[config.mk]
export PLATFORM = sky130hd
export DESIGN_NAME = oms_selector
export DESIGN_NICKNAME = d
export VERILOG_FILES = /design/src/verilog/oms_pkg.sv /design/src/verilog/oms_press_timer.sv /design/src/verilog/oms_selector.sv
export SDC_FILE = /design/constraint.sdc
export NUM_CORES = 1
export LEC_CHECK = 0
export ABC_AREA = 1
export BUFFER_PORTS_ARGS = -buffer_cell sky130_fd_sc_hd__buf_2
export CORE_AREA = 2 2 164 166
export DETAILED_ROUTE_END_ITERATION = 7
export DIE_AREA = 0 0 166 168
export GPL_TIMING_DRIVEN = 1
export PLACE_DENSITY = 0.64
export SETUP_SLACK_MARGIN = 0.15
export SLEW_MARGIN = 0
export SYNTH_ARGS = -nofsm -noshare
export SYNTH_HDL_FRONTEND = slang
export SYNTH_HIERARCHICAL = 1
export SYNTH_SLANG_ARGS = --single-unit
[constraint.sdc]
create_clock -name clk_i -period 3.9 [get_ports clk_i]
set_input_delay 0.39 -clock clk_i [delete_from_list [all_inputs] [get_ports clk_i]]
set_output_delay 0.39 -clock clk_i [all_outputs]
set_load 0.005 [all_outputs]
[src/verilog/oms_pkg.sv]
package oms_pkg;

    // clock and timing
    localparam int CLK_KHZ = 25000;
    localparam int PRESS_MS = 500;
    localparam int SERVICE_MS = 3000;
    localparam int FLASH_MS = 250;
    localparam int ID_BIT_US = 100;
    localparam int PRESS_CYCLES = PRESS_MS * CLK_KHZ;
    localparam int SERVICE_CYCLES = SERVICE_MS * CLK_KHZ;
    localparam int FLASH_CYCLES = FLASH_MS * CLK_KHZ;
    localparam int ID_BIT_CYCLES = (ID_BIT_US * CLK_KHZ) / 1000;

    // counter widths
    localparam int HOLD_W = 27;
    localparam int FLASH_W = 23;
    localparam int ID_TMR_W = 12;
    localparam int ID_BITS = 32;
    localparam int ID_CNT_W = 6;
    localparam logic [ID_CNT_W-1:0] ID_CNT_LOAD = 6'h20;
    localparam logic [ID_CNT_W-1:0] ID_CNT_LAST = 6'h01;

    // apb register map
    localparam int ADDR_W = 8;
    localparam logic [ADDR_W-1:0] ADDR_STATUS = 8'h00;
    localparam logic [ADDR_W-1:0] ADDR_KEY_ID = 8'h04;
    localparam logic [ADDR_W-1:0] ADDR_CONTROL = 8'h08;
    localparam int CTRL_LOCK_BIT = 0;
    localparam int CTRL_CLEAR_BIT = 1;
    localparam logic CTRL_LOCK_RESET = 1'h0;
    localparam int STAT_MODE_LSB = 0;
    localparam int STAT_ERR_BIT = 5;
    localparam int STAT_KEY_BIT = 6;
    localparam int STAT_LOCK_BIT = 7;
    localparam int STAT_CLASS_LSB = 8;
    localparam int STAT_CFG_LSB = 12;
    localparam int STAT_CODE_LSB = 16;

    // key classes
    localparam logic [1:0] KEY_CLASS_01 = 2'h1;
    localparam logic [1:0] KEY_CLASS_02 = 2'h2;
    localparam logic [1:0] KEY_CLASS_SERVICE = 2'h3;

    // configuration switch fields
    localparam int CFG_BEH_LSB = 0;
    localparam int CFG_ADV_BIT = 2;
    localparam int CFG_HS_BIT = 3;
    localparam logic [1:0] BEH_SVC_FALLBACK = 2'h0;
    localparam logic [1:0] BEH_HOLD = 2'h1;
    localparam logic [1:0] BEH_FALLBACK = 2'h2;
    localparam logic [1:0] BEH_STORE = 2'h3;

    // status codes
    localparam logic [3:0] ST_IDLE = 4'h0;
    localparam logic [3:0] ST_KEY_IN = 4'h1;
    localparam logic [3:0] ST_KEY_OUT = 4'h2;
    localparam logic [3:0] ST_SELECTED = 4'h3;
    localparam logic [3:0] ST_MULTI_PRESS = 4'h4;
    localparam logic [3:0] ST_NO_AUTH = 4'h5;
    localparam logic [3:0] ST_DEV_ERROR = 4'h6;

    typedef enum logic [1:0] {
        PH_INIT = 2'b00,
        PH_RUN = 2'b01,
        PH_ERROR = 2'b10
    } oms_phase_t;

    typedef enum logic [1:0] {
        MODE_FIRST = 2'b00,
        MODE_SECOND = 2'b01,
        MODE_SERVICE = 2'b10
    } oms_mode_t;

    typedef struct packed {
        logic service_mode_output;
        logic unused_mode_output_b;
        logic unused_mode_output_a;
        logic second_mode_output;
        logic first_mode_output;
    } oms_mode_out_t;

    typedef struct packed {
        logic psel;
        logic penable;
        logic pwrite;
        logic [ADDR_W-1:0] paddr;
        logic [31:0] pwdata;
    } oms_apb_req_t;

    typedef struct packed {
        logic pready;
        logic pslverr;
        logic [31:0] prdata;
    } oms_apb_rsp_t;

    typedef struct packed {
        logic [HOLD_W-1:0] cnt;
        logic min;
        logic svc;
    } oms_timer_t;

    typedef struct packed {
        oms_phase_t phase;
        oms_mode_t mode;
        logic [3:0] cfg;
        logic key_seen;
        logic b1_prev;
        logic blocked;
        logic done;
        logic [3:0] status;
        logic store_we;
        logic lock;
        logic [31:0] prdata;
        logic pslverr;
        oms_mode_out_t outs;
        logic [1:0] backlight;
        logic [4:0] auth_led;
        logic [FLASH_W-1:0] flash_cnt;
        logic flash;
        logic id_active;
        logic [ID_BITS-1:0] id_shift;
        logic [ID_CNT_W-1:0] id_cnt;
        logic [ID_TMR_W-1:0] id_tmr;
        logic id_strobe;
        logic req_prev;
        logic ack_prev;
        logic shared_out;
    } oms_state_t;

endpackage : oms_pkg

[src/verilog/oms_press_timer.sv]
`timescale 1ns/10ps
`default_nettype none
module oms_press_timer #(
    parameter logic [oms_pkg::HOLD_W-1:0] MIN_COUNT = 27'h0BEBC20,
    parameter logic [oms_pkg::HOLD_W-1:0] SVC_COUNT = 27'h47868C0
) (
    input wire logic clk_i,
    input wire logic rst_b_i,
    input wire logic run_i,
    output logic min_o,
    output logic svc_o
);

    oms_pkg::oms_timer_t s;
    oms_pkg::oms_timer_t n;

    // counts held cycles, saturating at the service threshold
    always_comb begin
        n = s;
        if (!run_i) begin
            n.cnt = '0;
        end else if (s.cnt < SVC_COUNT) begin
            n.cnt = s.cnt + 27'h0000001;
        end
        n.min = run_i && (n.cnt >= MIN_COUNT);
        n.svc = run_i && (n.cnt >= SVC_COUNT);
    end

    always_ff @(posedge clk_i or negedge rst_b_i) begin
        if (!rst_b_i) begin
            s <= '0;
        end else begin
            s <= n;
        end
    end

    assign min_o = s.min;
    assign svc_o = s.svc;

endmodule : oms_press_timer
`default_nettype wire

[src/verilog/oms_selector.sv]
// Contract
// - at most one mode output high
// - accepted press switches to its mode output
// - service only after long hold of button one
// - press counts only after minimum hold time
// - multiple buttons pressed is an operator error
// - selection needs key in contact
// - key class decodes permitted modes
// - without retention restart enters first mode
// - with retention restart restores last mode
// - backlight shows selected mode
// - indicators 1, 2, 5 show rights
// - button one first/service, button two second
// - outputs one, two, five monitored; three, four idle
// - four status outputs report actions and errors
// - ident port three out, two in, shared line
// - ident download in one of three modes
// - key id and class read on contact
// - fallback removal forces first mode
// - invalid or changed switch gives device error
//
// The implementer's own choices: the address map and register access over APB.
`timescale 1ns/10ps
`default_nettype none
module oms_selector #(
    parameter int unsigned PRESS_CYCLES = oms_pkg::PRESS_CYCLES,
    parameter int unsigned SERVICE_CYCLES = oms_pkg::SERVICE_CYCLES,
    parameter int unsigned FLASH_CYCLES = oms_pkg::FLASH_CYCLES
) (
    input wire logic clk_i,
    input wire logic rst_b_i,
    input wire logic button1_i,
    input wire logic button2_i,
    input wire logic key_present_i,
    input wire logic [1:0] key_class_i,
    input wire logic [31:0] key_id_i,
    input wire logic [3:0] config_switch_i,
    input wire logic [1:0] stored_mode_i,
    output logic store_we_o,
    output logic [1:0] store_mode_o,
    output oms_pkg::oms_mode_out_t mode_o,
    output logic [1:0] backlight_o,
    output logic [4:0] auth_led_o,
    output logic [3:0] status_signal_outputs_o,
    output logic [2:0] key_ident_outputs_o,
    input wire logic [1:0] key_ident_inputs_i,
    input wire logic ident_shared_i,
    output logic ident_shared_o,
    output logic ident_shared_oe_o,
    input wire oms_pkg::oms_apb_req_t apb_i,
    output oms_pkg::oms_apb_rsp_t apb_o
);

    localparam logic [oms_pkg::HOLD_W-1:0] MIN_CNT =
        PRESS_CYCLES[oms_pkg::HOLD_W-1:0];
    localparam logic [oms_pkg::HOLD_W-1:0] SVC_CNT =
        SERVICE_CYCLES[oms_pkg::HOLD_W-1:0];
    localparam logic [oms_pkg::FLASH_W-1:0] FLASH_LAST =
        oms_pkg::FLASH_W'(FLASH_CYCLES - 1);
    localparam logic [oms_pkg::ID_TMR_W-1:0] ID_TMR_LAST =
        oms_pkg::ID_TMR_W'(oms_pkg::ID_BIT_CYCLES - 1);

    oms_pkg::oms_state_t s;
    oms_pkg::oms_state_t n;
    logic min_hit;
    logic svc_hit;
    logic timer_run;
    logic single;
    logic both;
    logic b1_release;
    logic key_in;
    logic key_out;
    logic [2:0] auth;
    logic cfg_ok;
    logic advanced;
    logic handshake;
    logic id_start;
    logic id_step;
    logic apb_setup;
    logic apb_write;
    logic [31:0] status_word;

    assign single = button1_i ^ button2_i;
    assign both = button1_i & button2_i;
    assign timer_run = single && !s.blocked && !s.done;
    assign b1_release = s.b1_prev && !button1_i;
    assign key_in = key_present_i && !s.key_seen;
    assign key_out = !key_present_i && s.key_seen;
    assign cfg_ok = !(config_switch_i[oms_pkg::CFG_ADV_BIT] &&
                      config_switch_i[oms_pkg::CFG_HS_BIT]);
    assign advanced = s.cfg[oms_pkg::CFG_ADV_BIT];
    assign handshake = s.cfg[oms_pkg::CFG_HS_BIT];
    assign apb_setup = apb_i.psel && !apb_i.penable;
    assign apb_write = apb_i.psel && apb_i.penable && apb_i.pwrite;

    // rights per key class: bit0 first, bit1 second, bit2 service
    always_comb begin
        auth = 3'h0;
        if (key_present_i) begin
            unique case (key_class_i)
                oms_pkg::KEY_CLASS_01: auth = 3'h1;
                oms_pkg::KEY_CLASS_02: auth = 3'h3;
                oms_pkg::KEY_CLASS_SERVICE: auth = 3'h7;
                default: auth = 3'h0;
            endcase
        end
    end

    always_comb begin
        status_word = 32'h00000000;
        status_word[oms_pkg::STAT_MODE_LSB +: 5] = s.outs;
        status_word[oms_pkg::STAT_ERR_BIT] = (s.phase == oms_pkg::PH_ERROR);
        status_word[oms_pkg::STAT_KEY_BIT] = s.key_seen;
        status_word[oms_pkg::STAT_LOCK_BIT] = s.lock;
        status_word[oms_pkg::STAT_CLASS_LSB +: 2] = key_class_i;
        status_word[oms_pkg::STAT_CFG_LSB +: 4] = s.cfg;
        status_word[oms_pkg::STAT_CODE_LSB +: 4] = s.status;
    end

    // download start and step conditions per mode
    always_comb begin
        if (!advanced && !handshake) begin
            id_start = key_in;
            id_step = (s.id_tmr == ID_TMR_LAST);
        end else begin
            id_start = key_present_i && key_ident_inputs_i[0] &&
                       !s.req_prev;
            id_step = key_ident_inputs_i[1] && !s.ack_prev;
        end
    end

    always_comb begin
        n = s;
        n.b1_prev = button1_i;
        n.key_seen = key_present_i;
        n.req_prev = key_ident_inputs_i[0];
        n.ack_prev = key_ident_inputs_i[1];
        // apb slave, zero wait state
        if (apb_setup) begin
            n.pslverr = 1'b0;
            unique case (apb_i.paddr)
                oms_pkg::ADDR_STATUS: n.prdata = status_word;
                oms_pkg::ADDR_KEY_ID: n.prdata =
                    key_present_i ? key_id_i : 32'h00000000;
                oms_pkg::ADDR_CONTROL: n.prdata = {31'h00000000, s.lock};
                default: begin
                    n.prdata = 32'h00000000;
                    n.pslverr = 1'b1;
                end
            endcase
        end
        if (apb_write && apb_i.paddr == oms_pkg::ADDR_CONTROL) begin
            n.lock = apb_i.pwdata[oms_pkg::CTRL_LOCK_BIT];
            if (apb_i.pwdata[oms_pkg::CTRL_CLEAR_BIT] &&
                s.phase == oms_pkg::PH_ERROR) begin
                n.phase = oms_pkg::PH_INIT;
            end
        end
        // button bookkeeping
        if (!button1_i && !button2_i) begin
            n.blocked = 1'b0;
            n.done = 1'b0;
        end else if (both && !s.blocked) begin
            n.blocked = 1'b1;
            n.status = oms_pkg::ST_MULTI_PRESS;
        end
        unique case (s.phase)
            oms_pkg::PH_INIT: begin
                n.cfg = config_switch_i;
                n.status = oms_pkg::ST_IDLE;
                if (!cfg_ok) begin
                    n.phase = oms_pkg::PH_ERROR;
                    n.status = oms_pkg::ST_DEV_ERROR;
                end else begin
                    n.phase = oms_pkg::PH_RUN;
                    n.mode = oms_pkg::MODE_FIRST;
                    if (config_switch_i[1:0] == oms_pkg::BEH_STORE &&
                        stored_mode_i != 2'h3) begin
                        n.mode = oms_pkg::oms_mode_t'(stored_mode_i);
                    end
                end
            end
            oms_pkg::PH_RUN: begin
                if (config_switch_i != s.cfg) begin
                    n.phase = oms_pkg::PH_ERROR;
                    n.status = oms_pkg::ST_DEV_ERROR;
                end else begin
                    if (key_in) begin
                        n.status = oms_pkg::ST_KEY_IN;
                    end
                    if (key_out) begin
                        n.status = oms_pkg::ST_KEY_OUT;
                        if (s.cfg[1:0] == oms_pkg::BEH_FALLBACK ||
                            (s.cfg[1:0] == oms_pkg::BEH_SVC_FALLBACK &&
                             s.mode == oms_pkg::MODE_SERVICE)) begin
                            n.mode = oms_pkg::MODE_FIRST;
                        end
                    end
                    // long hold on button one asks for service
                    if (button1_i && svc_hit && !s.done && !s.blocked) begin
                        n.done = 1'b1;
                        if (key_present_i && !s.lock) begin
                            if (auth[2]) begin
                                n.mode = oms_pkg::MODE_SERVICE;
                                n.status = oms_pkg::ST_SELECTED;
                            end else begin
                                n.status = oms_pkg::ST_NO_AUTH;
                            end
                        end
                    end else if (b1_release && min_hit && !s.done &&
                                 !s.blocked) begin
                        if (key_present_i && !s.lock) begin
                            if (auth[0]) begin
                                n.mode = oms_pkg::MODE_FIRST;
                                n.status = oms_pkg::ST_SELECTED;
                            end else begin
                                n.status = oms_pkg::ST_NO_AUTH;
                            end
                        end
                    end else if (button2_i && !button1_i && min_hit &&
                                 !s.done && !s.blocked) begin
                        n.done = 1'b1;
                        if (key_present_i && !s.lock) begin
                            if (auth[1]) begin
                                n.mode = oms_pkg::MODE_SECOND;
                                n.status = oms_pkg::ST_SELECTED;
                            end else begin
                                n.status = oms_pkg::ST_NO_AUTH;
                            end
                        end
                    end
                end
            end
            oms_pkg::PH_ERROR: begin
                n.status = oms_pkg::ST_DEV_ERROR;
            end
            default: begin
                n.phase = oms_pkg::PH_ERROR;
            end
        endcase
        // retention store pulse on every change while running
        n.store_we = (n.phase == oms_pkg::PH_RUN) &&
                     (s.phase == oms_pkg::PH_RUN) && (n.mode != s.mode);
        // one-hot outputs, all low outside normal running
        n.outs = '0;
        n.backlight = 2'h0;
        if (n.phase == oms_pkg::PH_RUN) begin
            unique case (n.mode)
                oms_pkg::MODE_FIRST: begin
                    n.outs.first_mode_output = 1'b1;
                    n.backlight = 2'h1;
                end
                oms_pkg::MODE_SECOND: begin
                    n.outs.second_mode_output = 1'b1;
                    n.backlight = 2'h2;
                end
                oms_pkg::MODE_SERVICE: begin
                    n.outs.service_mode_output = 1'b1;
                    n.backlight = {s.flash, s.flash};
                end
                default: begin
                    n.outs = '0;
                end
            endcase
        end
        if (s.flash_cnt == FLASH_LAST) begin
            n.flash_cnt = '0;
            n.flash = !s.flash;
        end else begin
            n.flash_cnt = s.flash_cnt + 23'h000001;
        end
        n.auth_led = {auth[2], 2'h0, auth[1], auth[0]};
        // key ident download
        if (!advanced) begin
            n.shared_out = 1'b0;
        end else begin
            n.shared_out = key_present_i && (auth != 3'h0);
        end
        if (!key_present_i || (!advanced && ident_shared_i)) begin
            n.id_active = 1'b0;
        end else if (id_start && s.phase == oms_pkg::PH_RUN) begin
            n.id_active = 1'b1;
            n.id_shift = key_id_i;
            n.id_cnt = oms_pkg::ID_CNT_LOAD;
            n.id_tmr = '0;
            n.id_strobe = 1'b0;
        end else if (s.id_active) begin
            n.id_tmr = id_step ? '0 : s.id_tmr + 12'h001;
            if (id_step) begin
                n.id_shift = {s.id_shift[oms_pkg::ID_BITS-2:0], 1'b0};
                n.id_cnt = s.id_cnt - 6'h01;
                n.id_strobe = !s.id_strobe;
                if (s.id_cnt == oms_pkg::ID_CNT_LAST) begin
                    n.id_active = 1'b0;
                end
            end
        end
    end

    always_ff @(posedge clk_i or negedge rst_b_i) begin
        if (!rst_b_i) begin
            s <= '0;
            s.phase <= oms_pkg::PH_INIT;
            s.lock <= oms_pkg::CTRL_LOCK_RESET;
        end else begin
            s <= n;
        end
    end

    oms_press_timer #(
        .MIN_COUNT(MIN_CNT),
        .SVC_COUNT(SVC_CNT)
    ) u_timer (
        .clk_i(clk_i),
        .rst_b_i(rst_b_i),
        .run_i(timer_run),
        .min_o(min_hit),
        .svc_o(svc_hit)
    );

    assign store_we_o = s.store_we;
    assign store_mode_o = s.mode;
    assign mode_o = s.outs;
    assign backlight_o = s.backlight;
    assign auth_led_o = s.auth_led;
    assign status_signal_outputs_o = s.status;
    assign key_ident_outputs_o = {s.id_active, s.id_strobe,
                                  s.id_active & s.id_shift[31]};
    assign ident_shared_o = s.shared_out;
    assign ident_shared_oe_o = advanced && (s.phase != oms_pkg::PH_INIT);
    assign apb_o.pready = apb_i.psel && apb_i.penable;
    assign apb_o.pslverr = apb_i.psel && apb_i.penable && s.pslverr;
    assign apb_o.prdata = s.prdata;

endmodule : oms_selector
`default_nettype wire
Yosys cells after proc, flatten, opt, wreduce, memory -nomap -nowiden. Index checks and enable logic that the tools add are counted.

Register bits: 169. Bits in latches: 0. Memory bits (writable): 0. Bits in read-only memories: 0. Word-level logic and storage cells: 194. Memories: 0.

Add/subtract/negate cells: 4. $mul: 0. Divide/modulo/power cells: 0. Order comparisons: 3. Equality and inequality tests: 19. Shift operators: 0. Multiplexer cells: 65. Bitwise logic cells: 4. Reduce and logical (&&, ||, !) cells: 67.

Operators with widths (number): $mux W52 (2); $pmux W32 S3 (1); $mux W27 (2); $logic_and A1 B1 Y1 (39); $mux W39 (1); $mux W2 (18); $mux W4 (9); $mux W32 (1); $add A27 B1 Y27 const B (1); $ge A27 B24 Y1 const B (1); $ge A27 B27 Y1 const B (1); $lt A27 B27 Y1 const B (1); $add A23 B1 Y23 const B (1); $eq A23 B23 Y1 const B (1); $mux W23 (1); $mux W1 (16); $mux W3 (5); $eq A2 B2 Y1 const B (7); $logic_not A1 Y1 (14); $add A12 B1 Y12 const B (1); $eq A12 B12 Y1 const B (1); $mux W12 (1); $pmux W2 S3 (2); $pmux W4 S3 (1); 23 further kinds (34).

Depth between registers and ports, before layout.
Depth after elaboration: 15. Gate-level depth with buffers: 17. Mapped depth without buffers: 17.

Hierarchy. The synthesis kept the hierarchy.

By module, submodules not included: oms_selector (times used 1, cells each 989, area an instance 7652.3 sq um, sequential area each 3453.3 sq um); oms_press_timer (times used 1, cells each 396, area an instance 2341.0 sq um, sequential area each 725.7 sq um).

Worst setup path before layout. OpenSTA, ideal clock, no wires.

Path type: register to register. From: reg u_timer/s[2] in the netlist's numbering. To: reg u_timer.s, in the netlist u_timer/svc_o. Library setup time: 116 ps. Arrival time: 1729 ps. Required time: 3784 ps. Path slack: 2055 ps. Cell stages (with the launch flop): 17. Path buffers: 0. Clock period less this slack: 1845 ps. Cells stage by stage: dfrtp_1 > ha_1 > inv_1 > nor2_1 > nand2_1 > o21ai_0 > nand2_1 > nand2_1 > nand2_1 > nand2_1 > nand2_1 > nor2_1 > nand2_1 > nand2_1 > nand2_1 > nand2_1 > nand2_1.

RTL lines: start, declared (line oms_press_timer.sv:14) `oms_pkg::oms_timer_t s;`; start signal, assigned (line oms_press_timer.sv:33) `s <= n;`.

Worst setup path in the final report.
From: reg s, in the netlist advanced. To: reg s[18] in the netlist's numbering.

Word-level cells in the longest chain between the ends: 6. Elaborated cells on any way between the ends: 12. Classes of those cells: mux (3); bitwise (1); reduce/logical (8).

RTL lines: start, declared (line oms_selector.sv:63) `oms_pkg::oms_state_t s;`; start signal, assigned (line oms_selector.sv:306) `s <= n;`; $logic_not A1 Y1 (*) (line oms_selector.sv:122, oms_selector.sv:279); $logic_and A1 B1 Y1 (line oms_selector.sv:122) `if (!advanced && !handshake) begin`; $mux W1 (line oms_selector.sv:122); $logic_and A1 B1 Y1 (line oms_selector.sv:281) `end else if (id_start && s.phase == oms_pkg::PH_RUN) begin`; $reduce_bool A2 Y1 (no source line); $reduce_and A3 Y1 (no source line).

Every way passes the cells marked *; elsewhere a longest branch is shown, timed or not. A chain may end at the register's enable or synchronous reset.

==> impl_metrics.py <==
metrics = {
    "run_status": {
        "status": "finished clean",
    },
    "layout": {
        "final_area_um2": 11000,
        "syn2layout_area_growth_pct": 10.3,
        "final_common_cell": "nand2_1",
        "layout_common_cells": "500 x nand2_1, 167 x dfrtp_1, 155 x inv_1",
        "nNetsFinal": 1536,
        "layout-drive-gt1-share_pct": 15.2,
        "fin_cells": 1793,
        "fillers": 2709,
    },
    "die": {
        "die_width_um": 166,
        "die_h_um": 168,
        "initial_utilization_pct": 37.9,
        "dieArea_um2": 27900,
        "rows": 60,
        "core_area_um2": 26400,
        "ios": 149,
    },
    "routing": {
        "first_pass_iters": 5,
        "wl_um": 26800,
        "vias": 8890,
        "wl_per_cell_um": 14.9,
        "drc_errors": 0,
        "ant_nets": 0,
        "vias_per_cell": 4.96,
        "first_iter_violations": 641,
    },
    "clock_tree": {
        "ctsHoldBuffers": 0,
        "root_buffer": "clkbuf_16",
        "postCtsResizedCells": 0,
        "cts_max_path_buffers": 2,
        "cts_setup_buffers": 0,
        "cts_made_buffers": 17,
        "clkSlewWorstSetupHoldPaths_ps": 70,
        "cts_max_level": 4,
        "cts_tree": "yes",
        "clk_latency_ps": 430,
        "clock_sinks": 167,
    },
    "placed_design": {
        "numPortBuffers": 114,
        "dp_hpwl_um": 20000,
        "placed_cell_area_um2": 10400,
        "dpl.cell_count": 1759,
        "place_congestion": 0.895,
    },
    "synth": {
        "ys_seq_elements": 167,
        "netlist_area_um2": 9990,
        "synth_cell_types": 49,
        "ys_async_sr_fraction_pct": 100,
        "seq_area_frac_synth_pct": 41.8,
        "synth_flop_cell": "dfrtp_1",
        "ys_warn_count": 6,
        "synth_cells": 1385,
        "synth_edf_count": 0,
        "avgSynthCellArea_um2": 7.22,
    },
    "sta": {
        "final.setup.tns_ps": 0,
        "setup_violations": 0,
        "slew_headroom_pct": 34.8,
        "min_period_ps": 2760,
        "skew_ps": 11.7,
        "tightest_slew_ps": 978,
        "fin_crit_sh_pct": 70.9,
        "slew_violations": 0,
        "finalHoldViolations": 0,
        "fmax_mhz": 362,
        "holdWs_ps": 58.4,
        "rsz0062_at_grt": "false",
    },
    "grt": {
        "grt_pass1_wl_um": 43100,
        "grt_start_max_net_pins": 99,
        "grt_pass1_vias": 8277,
        "grt_antenna_before_repair": 4,
        "grt_usage_pct": 19.3,
        "grt_overflow": 0,
        "grtUsageMet1_pct": 25.6,
        "grt_use_met3_pct": 4.02,
        "grt.busiest_layer": "met2",
        "grt_use_met2_pct": 31.5,
    },
    "power_and_ir_drop": {
        "p_per_area_nw_per_um2": 418,
        "leakage_nw": 5.85,
        "vdd_drop_max_v": 0.000269,
    },
    "setup_path": {
        "crit_end": "s[18]",
        "cp-start-kind": "flip-flop",
        "endpoint_kind": "flip-flop",
        "crit_cells": 9,
        "timing.rr.end": "s[18]",
        "critical_path_buf_inv_count": 2,
        "worstSetupStartpoint": "advanced",
        "rrSetupSlack_ps": 1140,
        "cpPeakStageDelay_ps": 490,
        "cp_common_cell": "nand2_2",
        "criticalPathCategory": "reg2reg",
        "critical_path.top_delay_family": "simple AND/OR/NAND/NOR gates",
        "crit_chain": "nor2_2 > inv_1 > o21ai_1 > nand3_2 > nand2_2 > nand2_4 > inv_2 > nand2_2 > o21ai_0",
        "cp.arrival_ps": 3110,
        "cp_data_required_time_ps": 4240,
        "critPathSlowestCell": "nand2_2",
        "r2r_cells": 9,
        "crit_fanout": 39,
        "rr_startpoint": "advanced",
    },
    "flow_run": {
        "cap_viol_max_count": 0,
    },
    "hold_path": {
        "hp-class": "in2async",
    },
}
## per-stage QoR
stage                     util, %  total power, mW  worst slack, ps
after floorplan                 -             2.64             2050
after global placement       39.6             2.89              888
after global routing         41.8             4.85              854
final                        41.8             4.61             1140
after detailed placement     39.6             2.90              845
after CTS                    41.8             4.65             1120
## logic make-up (layout without fill, tap and decap cells)
logic type,count (synthesis),in the layout,share of synthesized area (%)
fa+ha+maj,8,8,1.00
compound gates,141,141,8.56
simple gates,783,783,33.6
buf+inv,261,322,12.8
flops,167,167,41.8
other cells,1,7,0.0375
xor+xnor,24,24,2.10
## report_power, final
| group | switching [mW] | internal (mW) | total [mW] |
|---|---|---|---|
| clock | 0.742 | 0.989 | 1.73 |
| combinational | 0.565 | 0.261 | 0.826 |
| sequential | 0.153 | 1.89 | 2.05 |
## area by class of cell
cell class                      count  area, µm²  area share, %
Multi-Input combinational cell    960       4540           41.2
Tap cell                          341        427           3.87
Clock buffer                       20        457           4.14
Inverter                          171        644           5.84
Clock inverter                     11        136           1.24
Timing Repair Buffer              120        634           5.75
Sequential cell                   167       4180           37.9
Antenna cell                        3       7.51         0.0681
## worst min-delay path by stage
stage	end	start
after global placement	s[56]	s[56]
after detailed placement	s[56]	s[56]
final	s[47]	rst_b_i
after global routing	s[2]	key_ident_inputs_i[0]
after floorplan	advanced	rst_b_i
after CTS	s[2]	key_ident_inputs_i[0]
## sequential cells by signal, summed over array words and instances, names as in the netlist
signal                   count
ident_shared_o               1
key_ident_outputs_o          2
u_timer/s                   27
backlight_o                  2
store_mode_o                 2
s                           86
u_timer/min_o                1
mode_o                       3
auth_led_o                   3
handshake                    1
u_timer/svc_o                1
apb_o                       32
store_we_o                   1
status_signal_outputs_o      4
advanced                     1
## synth_stat cells, types with 6 or more instances
cell type  number  share of area (%)
inv_2          14               0.53
nand2_2        12               0.75
buf_6          12                1.4
ha_1            8                1.0
inv_1         155                5.8
o41ai_1        13                1.1
nand4_1        20                1.3
nand3_2         6               0.60
nor2_1        116                4.4
nor3_1         18               0.90
o21ai_0        48                2.4
o22ai_1        15               0.94
nand3_1        72                3.6
buf_4          54                4.1
a21oi_1        34                1.7
nor2_2         18                1.1
clkbuf_1       14               0.53
dfrtp_1       167                 42
a31oi_1         6               0.38
nand2_1       500                 19
buf_2           7               0.35
xor2_1         22                1.9
## metal layers
layer	share of wire (%)	routed length, µm
met1	45	12000
met2	47	12500
met3	6.3	1690
met4	2.2	582
met5	0.060	16
No activity file was read; power rests on OpenSTA's default activity.
